$ cat src/clkgate_pkg.sv
/*
  Shared constants and carrier types for the clock output gating,
  power strobe and bus-select load logic.
  Assumes one internal clock (mclk, 100 MHz) derived from the reference.
*/
`default_nettype none

package clkgate_pkg;

  // ----------------------------------------------------------------
  // Configuration byte 6: enable bit positions of the request inputs
  // ----------------------------------------------------------------
  localparam int unsigned REQ_E_EN_BIT = 7;   // Pair 7 complement pin
  localparam int unsigned REQ_F_EN_BIT = 6;   // Pair 7 true pin
  localparam int unsigned REQ_G_EN_BIT = 5;   // Pair 11 complement pin
  localparam int unsigned REQ_H_EN_BIT = 4;   // Pair 11 true pin
  localparam logic [7:0]  CFG6_RESET   = 8'h00;

  // ----------------------------------------------------------------
  // Gated output indices
  // ----------------------------------------------------------------
  localparam int unsigned N_GATED   = 10;
  localparam int unsigned G_CPU0    = 0;  // Processor clock 0
  localparam int unsigned G_PROCESSOR_CLK_1    = 1;  // Processor clock 1, management clock
  localparam int unsigned G_SEL     = 2;  // Selectable pair: ref 8 or processor 2
  localparam int unsigned G_PCI     = 3;  // PCI clock
  localparam int unsigned G_SHARED  = 4;  // Serial ref 0 or alternate function
  localparam int unsigned G_SERIAL_REF_OUT_6    = 5;
  localparam int unsigned G_SRC7    = 6;
  localparam int unsigned G_SERIAL_REF_OUT_9    = 7;
  localparam int unsigned G_SERIAL_REF_OUT_10   = 8;
  localparam int unsigned G_SRC11   = 9;

  // ----------------------------------------------------------------
  // Timing and load counts
  // ----------------------------------------------------------------
  localparam int unsigned TICK_DIV_DEF  = 2;  // mclk cycles per output half period
  localparam int unsigned BUS_SELECT_DATA_BITS_DEF = 3;  // Bus-select bits in a serial load
  localparam int unsigned SYNC_STAGES   = 2;

  // ----------------------------------------------------------------
  // Carrier types
  // ----------------------------------------------------------------
  typedef struct packed {
    logic       test_mode;
    logic       debug_port_enable;
    logic       output_function_select;
    logic [2:0] freq_select;              // {c, b, a}
  } strap_type;

  localparam strap_type STRAP_RESET = 6'h00;

  typedef struct packed {
    logic       cpu_stop_n;
    logic       pci_stop_n;
    logic       power_good;
    logic [2:0] freq_select;
    logic       output_function_strap;
    logic       debug_port_enable;
    logic       test_mode_strap;
    logic       mgmt_entry;
    logic       request_e;
    logic       request_f;
    logic       request_g;
    logic       request_h;
  } pins_type;

  // Stops and requests idle high, power good idles low
  localparam pins_type PINS_RESET = 14'h300f;

  typedef enum logic [1:0] {
    ST_RUN,
    ST_OFF,
    ST_LOAD,
    ST_MGMT
  } mode_type;

endpackage

`default_nettype wire

$ cat src/pin_sync.sv
/*
  Two-flop synchroniser for a vector of pins.
  Assumes each bit is an independent level; no bus coherence is implied.
*/
`timescale 1ns/100ps
`default_nettype none

module pin_sync #(
  parameter int unsigned         WIDTH     = 1,
  parameter logic [WIDTH-1:0]    RESET_VAL = '0
) (
  input  wire logic             mclk,
  input  wire logic             rst_b,
  input  wire logic [WIDTH-1:0] pins,
  output logic      [WIDTH-1:0] synced
);

  logic [WIDTH-1:0] meta_q;  // First stage, read only by second stage

  // ----------------------------------------------------------------
  // Two stages
  // ----------------------------------------------------------------
  always_ff @(posedge mclk or negedge rst_b) begin
    if (!rst_b) begin
      meta_q <= RESET_VAL;
      synced <= RESET_VAL;
    end else begin
      meta_q <= pins;
      synced <= meta_q;
    end
  end

endmodule // pin_sync

`default_nettype wire

$ cat src/glitchless_gate.sv
/*
  One gated output clock built from a half-period tick.
  Assumes tick is a one-cycle pulse on mclk; run may change at any cycle.
*/
`timescale 1ns/100ps
`default_nettype none

module glitchless_gate (
  input  wire logic mclk,
  input  wire logic rst_b,
  input  wire logic tick,
  input  wire logic run,
  output logic      clk_q
);

  // ----------------------------------------------------------------
  // Output phase
  // ----------------------------------------------------------------
  // A high phase always completes, and a stopped clock parks low, so
  // stop and restart fall only on whole-cycle boundaries.
  always_ff @(posedge mclk or negedge rst_b) begin
    if (!rst_b) begin
      clk_q <= 1'b0;
    end else if (tick) begin
      clk_q <= clk_q ? 1'b0 : run;
    end
  end

endmodule // glitchless_gate

`default_nettype wire

$ cat src/clock_output_gating_power_strobe.sv
/*
  Output gating, power-good strap capture, power-down request and
  bus-select serial load of a multi-output clock generator.
  Assumes config byte 6 comes from register logic on mclk; all other
  inputs are pins and are synchronised here.
*/
`timescale 1ns/100ps
`default_nettype none

// Operation
// - byte 6 bits 5,4 turn pair 11 into requests
// - request g gates ref 9, h gates ref 10
// - byte 6 bits 7,6 turn pair 7 into requests
// - request e gates ref 6, f gates ref 8
// - processor stop halts processor clocks
// - PCI stop halts PCI and serial refs
// - capture bus-select bit on PCI-stop rising edge
// - debug strap 0 selects serial ref 8
// - debug strap 1 selects processor clock 2
// - processor clock 1 runs in management mode
// - power good latches all six straps
// - after power good, pin is power-down request
// - straps captured once, except test mode
// - function strap picks serial or alternate function
module clock_output_gating_power_strobe
  import clkgate_pkg::*;
#(
  parameter int unsigned TICK_DIV  = TICK_DIV_DEF,
  parameter int unsigned BUS_SELECT_DATA_BITS = BUS_SELECT_DATA_BITS_DEF
) (
  input  wire logic                 mclk,
  input  wire logic                 rst_b,
  input  wire logic                 cpu_stop_n,
  input  wire logic                 pci_stop_n,
  input  wire logic                 power_good,
  input  wire logic                 freq_select_a,
  input  wire logic                 freq_select_b,
  input  wire logic                 freq_select_c,
  input  wire logic                 output_function_strap,
  input  wire logic                 debug_port_enable,
  input  wire logic                 test_mode_strap,
  input  wire logic                 mgmt_entry,
  input  wire logic                 request_e,
  input  wire logic                 request_f,
  input  wire logic                 request_g,
  input  wire logic                 request_h,
  input  wire logic [7:0]           config_byte6,
  output logic      [N_GATED-1:0]   clk_out,
  output logic      [1:0]           pair7_oe,
  output logic      [1:0]           pair11_oe,
  output logic                      sel_pair_is_cpu,
  output logic                      shared_alt_function,
  output strap_type                 straps,
  output logic                      straps_valid,
  output logic                      power_down,
  output logic                      management_mode,
  output logic      [BUS_SELECT_DATA_BITS-1:0] bus_select_data,
  output logic                      bus_select_valid
);

  // ----------------------------------------------------------------
  // Pin synchronisation
  // ----------------------------------------------------------------
  pins_type pins_raw;   // Raw pin levels
  pins_type pins_s;     // Synchronised levels

  assign pins_raw = '{cpu_stop_n, pci_stop_n, power_good,
                      {freq_select_c, freq_select_b, freq_select_a},
                      output_function_strap, debug_port_enable,
                      test_mode_strap, mgmt_entry,
                      request_e, request_f, request_g, request_h};

  pin_sync #(
    .WIDTH     ($bits(pins_type)),
    .RESET_VAL (PINS_RESET)
  ) u_sync (
    .mclk   (mclk),
    .rst_b  (rst_b),
    .pins   (pins_raw),
    .synced (pins_s)
  );

  // ----------------------------------------------------------------
  // Output tick divider
  // ----------------------------------------------------------------
  localparam int unsigned TW = (TICK_DIV > 1) ? $clog2(TICK_DIV) : 1;
  localparam logic [TW-1:0] TICK_LAST = TW'(TICK_DIV - 1);

  logic [TW-1:0] div_q;   // Divider count
  logic          tick;    // Half-period enable

  assign tick = (div_q == TICK_LAST);

  always_ff @(posedge mclk or negedge rst_b) begin
    if (!rst_b) begin
      div_q <= '0;
    end else begin
      div_q <= tick ? '0 : div_q + TW'(1);
    end
  end

  // ----------------------------------------------------------------
  // Strap capture and power-down request
  // ----------------------------------------------------------------
  // Capture is one-shot: the first high power good seen freezes the
  // straps; only test mode lets frequency selects follow the pins.
  logic capture;   // First high sample of power good
  assign capture = pins_s.power_good && !straps_valid;

  always_ff @(posedge mclk or negedge rst_b) begin
    if (!rst_b) begin
      straps       <= STRAP_RESET;
      straps_valid <= 1'b0;
    end else if (capture) begin
      straps       <= '{pins_s.test_mode_strap, pins_s.debug_port_enable,
                        pins_s.output_function_strap, pins_s.freq_select};
      straps_valid <= 1'b1;
    end else if (straps.test_mode) begin
      straps.freq_select <= pins_s.freq_select;
    end
  end

  // After capture the same pin is a live active-low power-down request
  always_ff @(posedge mclk or negedge rst_b) begin
    if (!rst_b) begin
      power_down <= 1'b0;
    end else begin
      power_down <= straps_valid && !pins_s.power_good;
    end
  end

  // ----------------------------------------------------------------
  // Mode state and bus-select serial load
  // ----------------------------------------------------------------
  localparam int unsigned CW = (BUS_SELECT_DATA_BITS > 1) ? $clog2(BUS_SELECT_DATA_BITS) : 1;
  localparam logic [CW-1:0] BUS_SELECT_DATA_LAST = CW'(BUS_SELECT_DATA_BITS - 1);

  mode_type      mode_q;       // Current mode
  mode_type      mode_d;       // Next mode
  logic          pci_prev_q;   // Previous synced PCI-stop level
  logic          pci_rise;     // Rising edge of PCI-stop
  logic [CW-1:0] bit_cnt_q;    // Bits loaded so far

  assign pci_rise = pins_s.pci_stop_n && !pci_prev_q;

  // Next mode
  always_comb begin
    mode_d = mode_q;
    case (mode_q)
      ST_RUN: begin
        if (power_down) mode_d = ST_OFF;
      end
      ST_OFF: begin
        if (pins_s.mgmt_entry) mode_d = ST_LOAD;
        else if (!power_down) mode_d = ST_RUN;
      end
      ST_LOAD: begin
        if (!pins_s.mgmt_entry) mode_d = ST_OFF;
        else if (pci_rise && bit_cnt_q == BUS_SELECT_DATA_LAST) mode_d = ST_MGMT;
      end
      ST_MGMT: begin
        if (!pins_s.mgmt_entry) mode_d = ST_OFF;
      end
      default: mode_d = ST_OFF;
    endcase
  end

  // State, edge history, serial shift
  always_ff @(posedge mclk or negedge rst_b) begin
    if (!rst_b) begin
      mode_q           <= ST_RUN;
      pci_prev_q       <= 1'b1;
      bit_cnt_q        <= '0;
      bus_select_data  <= '0;
      bus_select_valid <= 1'b0;
    end else begin
      mode_q     <= mode_d;
      pci_prev_q <= pins_s.pci_stop_n;
      if (mode_q == ST_OFF) begin
        bit_cnt_q <= '0;
      end else if (mode_q == ST_LOAD && pci_rise) begin
        bus_select_data <= {bus_select_data[BUS_SELECT_DATA_BITS-2:0],
                            pins_s.cpu_stop_n};
        bit_cnt_q       <= bit_cnt_q + CW'(1);
        if (bit_cnt_q == BUS_SELECT_DATA_LAST) bus_select_valid <= 1'b1;
      end
    end
  end

  assign management_mode = (mode_q == ST_MGMT);

  // ----------------------------------------------------------------
  // Run decisions
  // ----------------------------------------------------------------
  // In load mode the stop pins carry data and strobe, so they never act as stops.
  logic normal;          // Clocks allowed
  logic run_cpu;         // Processor group may run
  logic run_src;         // PCI and serial group may run
  logic req_e_on;        // Request input e enabled
  logic req_f_on;
  logic req_g_on;
  logic req_h_on;
  logic [N_GATED-1:0] run;

  assign normal   = (mode_q == ST_RUN);
  assign run_cpu  = normal && pins_s.cpu_stop_n;
  assign run_src  = normal && pins_s.pci_stop_n;
  assign req_e_on = config_byte6[REQ_E_EN_BIT];
  assign req_f_on = config_byte6[REQ_F_EN_BIT];
  assign req_g_on = config_byte6[REQ_G_EN_BIT];
  assign req_h_on = config_byte6[REQ_H_EN_BIT];

  assign sel_pair_is_cpu     = straps.debug_port_enable;
  assign shared_alt_function = straps.output_function_select;

  assign run[G_CPU0]   = run_cpu;
  assign run[G_PROCESSOR_CLK_1]   = run_cpu || management_mode;
  assign run[G_SEL]    = sel_pair_is_cpu ? run_cpu
                       : (run_src && !(req_f_on && pins_s.request_f));
  assign run[G_PCI]    = run_src;
  // Alternate fixed function is not a serial reference and ignores PCI stop
  assign run[G_SHARED] = shared_alt_function ? normal : run_src;
  assign run[G_SERIAL_REF_OUT_6]   = run_src && !(req_e_on && pins_s.request_e);
  assign run[G_SRC7]   = run_src && !(req_e_on || req_f_on);
  assign run[G_SERIAL_REF_OUT_9]   = run_src && !(req_g_on && pins_s.request_g);
  assign run[G_SERIAL_REF_OUT_10]  = run_src && !(req_h_on && pins_s.request_h);
  assign run[G_SRC11]  = run_src && !(req_g_on || req_h_on);

  // Shared pins stop driving while they serve as request inputs
  assign pair7_oe  = {!req_e_on, !req_f_on};
  assign pair11_oe = {!req_g_on, !req_h_on};

  // ----------------------------------------------------------------
  // Gated outputs
  // ----------------------------------------------------------------
  for (genvar i = 0; i < N_GATED; i++) begin : g_out
    glitchless_gate u_gate (
      .mclk  (mclk),
      .rst_b (rst_b),
      .tick  (tick),
      .run   (run[i]),
      .clk_q (clk_out[i])
    );
  end
endmodule // clock_output_gating_power_strobe

`default_nettype wire

$ cat config.mk
export PLATFORM = sky130hd
export DESIGN_NAME = clock_output_gating_power_strobe
export DESIGN_NICKNAME = d
export VERILOG_FILES = /design/src/clkgate_pkg.sv /design/src/pin_sync.sv /design/src/glitchless_gate.sv /design/src/clock_output_gating_power_strobe.sv
export SDC_FILE = /design/constraint.sdc
export NUM_CORES = 1
export LEC_CHECK = 0
export BUFFER_PORTS_ARGS = -buffer_cell sky130_fd_sc_hd__buf_2
export CAP_MARGIN = 10
export CORE_MARGIN = 5
export CORE_UTILIZATION = 40
export DETAILED_ROUTE_END_ITERATION = 16
export SYNTH_ARGS = -nofsm -noshare
export SYNTH_HDL_FRONTEND = slang
export SYNTH_SLANG_ARGS = --single-unit
export TNS_END_PERCENT = 50
$ cat constraint.sdc
create_clock -name mclk -period 2 [get_ports mclk]
set_clock_uncertainty 0.1 [all_clocks]
set_input_delay 0.4 -clock mclk [delete_from_list [all_inputs] [get_ports mclk]]
set_output_delay 0.4 -clock mclk [all_outputs]
set_load 0.02 [all_outputs]
Word-level counts from Yosys, hierarchy flattened. Cells that the tools add are included.

Equal/unequal tests: 8. Bitwise logic cells: 1. Multiplexer cells: 24. $add $sub $neg: 2. Reduce and logical (&&, ||, !) cells: 39.

Operators with widths (count): $logic_and 1x1->1 (17); $mux 2 (8); $logic_not 1->1 (13); $mux 1 (13); $pmux 2 s4 (1); $eq 2x2->1 const B (3); $mux 3 (2); $ne 2x2->1 const B (2); $reduce_and 4->1 (1); $reduce_bool 2->1 (2); $logic_or 1x1->1 (3); $ne 3x2->1 const B (1); $ne 3x3->1 const B (1); $reduce_and 3->1 (1); $add 2x1->2 const B (1); $eq 2x1->1 const B (1); $logic_not 2->1 (1); $reduce_and 2->1 (1); $add 1x1->1 const B (1); $not 1->1 (1).

Input port bits: 24. Output and inout port bits: 29. Register bits after elaboration: 56.

Depth between registers and ports, before layout.
Depth after elaboration: 6. Gate-level depth with buffers: 6.

By module. From an unflattened synthesis, not the netlist that was laid out.

Cell total of the unflattened synthesis: 145. Area, all modules: 2049.5 µm².

By module, submodules not included: clock_output_gating_power_strobe (seq. area each 451.7 µm², area an instance 883.3 µm², times used 1, cells an instance 77); pin_sync (seq. area each 715.7 µm², area an instance 715.7 µm², times used 1, cells an instance 28); glitchless_gate (seq. area each 25.0 µm², area an instance 45.0 µm², times used 10, cells an instance 4).

Least setup slack after synthesis. No wires, ideal clock.

Kind: reg2reg. Start: register u_sync.synced[12]. End: register bus_select_data[0]. Path slack: 0.559 ns. Cell stages (with the launch flop): 5. Clock period less this slack: 1.441 ns. Data arrival time: 1.216 ns. Setup time: 0.125 ns. Buffers on the path: 0. Data required time: 1.775 ns. Cell sequence: dfstp_2 -> nor2b_4 -> nand2_2 -> nor2_4 -> mux2_4.

Longest elaborated chain between the ends: 3.

Ends and longest elaborated chain: start, declared (line pin_sync.sv:15) `output logic [WIDTH-1:0] synced`; start signal, assigned (line pin_sync.sv:29) `synced <= meta_q;`; $logic_and 1x1->1 (line clock_output_gating_power_strobe.sv:144) `assign pci_rise = pins_s.pci_stop_n && !pci_prev_q;`; $logic_and 1x1->1 (line clock_output_gating_power_strobe.sv:181) `end else if (mode_q == ST_LOAD && pci_rise) begin`; $reduce_and 2->1 (no source line); end signal, assigned (line clock_output_gating_power_strobe.sv:182) `bus_select_data <= {bus_select_data[BUS_SELECT_DATA_BITS-2:0],`; end, declared (line clock_output_gating_power_strobe.sv:57) `output logic [BUS_SELECT_DATA_BITS-1:0] bus_select_data,`.

Every way passes these cells. A chain may end at the register's enable or synchronous reset.

Final worst setup path.
Start: register mode_q[0]. End: output management_mode.

Longest elaborated chain between the ends: 1.

Ends and longest elaborated chain: start, declared (line clock_output_gating_power_strobe.sv:138) `mode_type mode_q;`; start signal, assigned (line clock_output_gating_power_strobe.sv:177) `mode_q <= mode_d;`; $eq 2x2->1 (line clock_output_gating_power_strobe.sv:190) `assign management_mode = (mode_q == ST_MGMT);`; end, declared (line clock_output_gating_power_strobe.sv:56) `output logic management_mode,`.

Every way passes these cells.

==> flow_metrics.py <==
metrics = {
    "status": {
        "status": "completed",
    },
    "synthesis": {
        "syn_area_sq_um": 2050,
        "yosys_most_used_dff": "dfrtp_1",
        "ys_ff_latch": 56,
        "ys_types": 32,
        "synth_top_area_cell": "dfrtp_1",
        "synth_common_cells": "43 x dfrtp_1, 13 x buf_4, 13 x dfstp_2",
        "synth_cells": 140,
        "yosysWarnings": 0,
        "synth_enable_flop_cells": 0,
        "synth_nets": 169,
        "synth_area_per_cell_sq_um": 14.7,
        "yosysMostFrequentCell": "dfrtp_1",
        "async_flop_share_pct": 100,
        "yosysTopAreaCellShare_pct": 52.4,
        "ys_seq_area_share_pct": 69.1,
        "synth_area_leaders": "dfrtp_1 52%, dfstp_2 17%, buf_4 4.8%",
    },
    "global_routing": {
        "overflow": 0,
        "antenna_found_initial": 0,
        "grt_pass1_vias": 1300,
        "grt_pass1_wl_microns": 5730,
        "grt_usage_pct": 11.4,
        "grt_max_degree": 35,
    },
    "layout": {
        "final_cells": 255,
        "num-fill-cells": 441,
        "nets": 213,
        "layout-area-overhead-vs-synth_pct": 17.1,
        "drive_gt1_share_pct": 45.9,
        "antenna_cells": 0,
    },
    "power": {
        "p_sw_mw": 0.826,
        "p_comb_share_pct": 25.4,
        "vdd.ir_drop.worst_uv": 522,
        "p_int_mw": 1.84,
        "p_leak_nw": 1.21,
        "seq_power_share_pct": 51.9,
        "clkPwrFrac_pct": 22.6,
        "powerDensity_nw_per_um2": 1110,
        "finalPower_mw": 2.67,
        "switching_share_pct": 31.0,
    },
    "clock_network": {
        "clock_path_buffers": 2,
        "cts_buffers": 5,
        "cts_tree": "yes",
        "cts.clk_slew.worst_paths_ns": 0.09,
        "cts_resized": 0,
        "cts_sinks": 56,
        "h-tree-depth": 2,
        "clock-root-buffer": "clkbuf_8",
        "clk_latency_ns": 0.30,
    },
    "sta": {
        "rsz0062_at_grt": "false",
        "period_share_pct": 81.5,
        "worst_slack_ns": 0.371,
        "slew_headroom_pct": 65.2,
        "final-setup-viol-count": 0,
        "fin_crit_ns": 1.63,
        "worstMarginPinSlew_ns": 0.522,
        "fmax_mhz": 614,
        "slew_viol_final": 0,
        "final.setup.tns_ns": 0,
        "hold_viol": 0,
        "hold_ws_ns": 0.0877,
    },
    "route": {
        "post_drt_wl_per_cell_microns": 13.5,
        "wirelength_microns": 3440,
        "postRouteAntennaNets": 0,
        "dr.pass1.iters": 4,
        "route.detailed.drc": 0,
        "vias": 1155,
        "via_per_inst": 4.53,
        "drt_iter0_markers": 40,
    },
    "critical_path": {
        "critPathArrivalTime_ns": 1.13,
        "startpoint": "mode_q[0]",
        "path_class": "reg2out",
        "worstRegToRegCells": 5,
        "crit_path_end_kind": "output pin",
        "reg2reg_slack_ns": 0.37,
        "cp.required_ns": 1.50,
        "r2r_end": "g_out[6].u_gate.clk_q",
        "start_kind": "flop",
        "reg2reg_from": "mode_q[0]",
        "critPathMaxFanout": 3,
    },
    "placed_design": {
        "place_inst": 246,
        "gp_congestion": 0.720,
        "dpl.hpwl_microns": 2640,
        "place_worst_setup_slack_ns": 0.365,
        "io_buffers": 48,
    },
    "floorplan": {
        "die_h_microns": 81.6,
        "dieArea_sq_um": 6660,
        "fp.coreArea_sq_um": 5040,
        "start_util_pct": 40.7,
        "fp.dieW_microns": 81.6,
        "io_pins": 53,
        "rows": 26,
    },
    "hold_path": {
        "hold_path_end": "u_sync.meta_q[1]",
        "min-delay-start": "request_g",
        "hold_class": "in2reg",
        "hold_path_depth": 1,
    },
    "run": {
        "cap_violations": 0,
    },
}
-- critical path: stages (launching register included) --
cell,delay [ns]
dfrtp_1,0.41
ha_1,0.25
buf_2,0.17
-- cell usage in the layout, fill, tap and decap left out, drive strengths merged, types with 3 or more instances in the layout --
cell type  count
a211oi         3
a21o           6
buf           49
clkbuf         8
dfrtp         43
dfstp         13
ha             5
inv            9
mux2           9
mux2i          5
nand2          8
nand3          3
nor2           4
nor2b          3
-- power by group through the flow --
| stage | Combinational [mW] | Clock (mW) | Sequential (mW) |
|---|---|---|---|
| floorplan | 0.500 | 0 | 1.43 |
| global placement | 0.652 | 0 | 1.40 |
| detailed placement | 0.687 | 0 | 1.41 |
| CTS | 0.691 | 0.634 | 1.39 |
| global route | 0.741 | 0.676 | 1.40 |
| finish | 0.678 | 0.604 | 1.38 |
-- sequential cells by signal (all words and copies together) (netlist names) --
signal,cells
bit_cnt_q,2
bus_select_data,3
bus_select_valid,1
div_q,1
g_out.u_gate.clk_q,10
mode_q,2
pci_prev_q,1
power_down,1
sel_pair_is_cpu,1
shared_alt_function,1
straps,4
straps_valid,1
u_sync.meta_q,14
u_sync.synced,14
-- worst max-delay path by stage --
stage                            end  cells past startpoint
2_1_floorplan     bus_select_data[0]                      4
3_3_place_gp      bus_select_data[2]                      4
3_5_place_dp   g_out[6].u_gate.clk_q                      5
4_1_cts        g_out[6].u_gate.clk_q                      5
5_1_grt        g_out[6].u_gate.clk_q                      5
6_report             management_mode                      2
-- routing by layer --
layer  part of all wire, %  track usage (%)  routed length, microns  vias up
li1                      -                -                       -      539
met1                    40             12.7                    1360      574
met2                    52             19.3                    1790       32
met4                   2.7             5.65                      93        0
met3                   5.6             4.17                     191       10
met5                     0                0                       0        -
-- cell families (layout without fill, tap and decap cells) --
family	after synthesis	after routing	share of synthesized area, %
flops	56	56	69.1
simple gates	25	25	7.01
buf+inv	22	67	6.40
compound gates	17	17	6.10
mux	14	14	7.93
fa+ha+maj	5	5	3.05
xor+xnor	1	1	0.427
-- through the flow --
stage                     instance area (sq um)  utilization, %
after global routing                       2400            47.6
after global placement                     2300            45.7
after CTS                                  2400            47.6
after floorplan                            2050               -
after detailed placement                   2300            45.7
final                                      2400            47.6
-- cell type report --
type / count / area [sq um] / share of cell area [%]
Timing Repair Buffer: 50 / 270 / 11.3
Multi-Input combinational cell: 62 / 503 / 20.9
Tap cell: 70 / 87.6 / 3.65
Sequential cell: 56 / 1420 / 59.0
Inverter: 9 / 33.8 / 1.41
Clock buffer: 8 / 90.1 / 3.75
-- repair_timing --
| action | CTS | global route |
|---|---|---|
| hold buffers | 1 | 0 |
| buffers inserted | 0 | 0 |
| hold endpoints to repair | 14 | 0 |
Note: power is estimated with default switching activity, not from simulation.
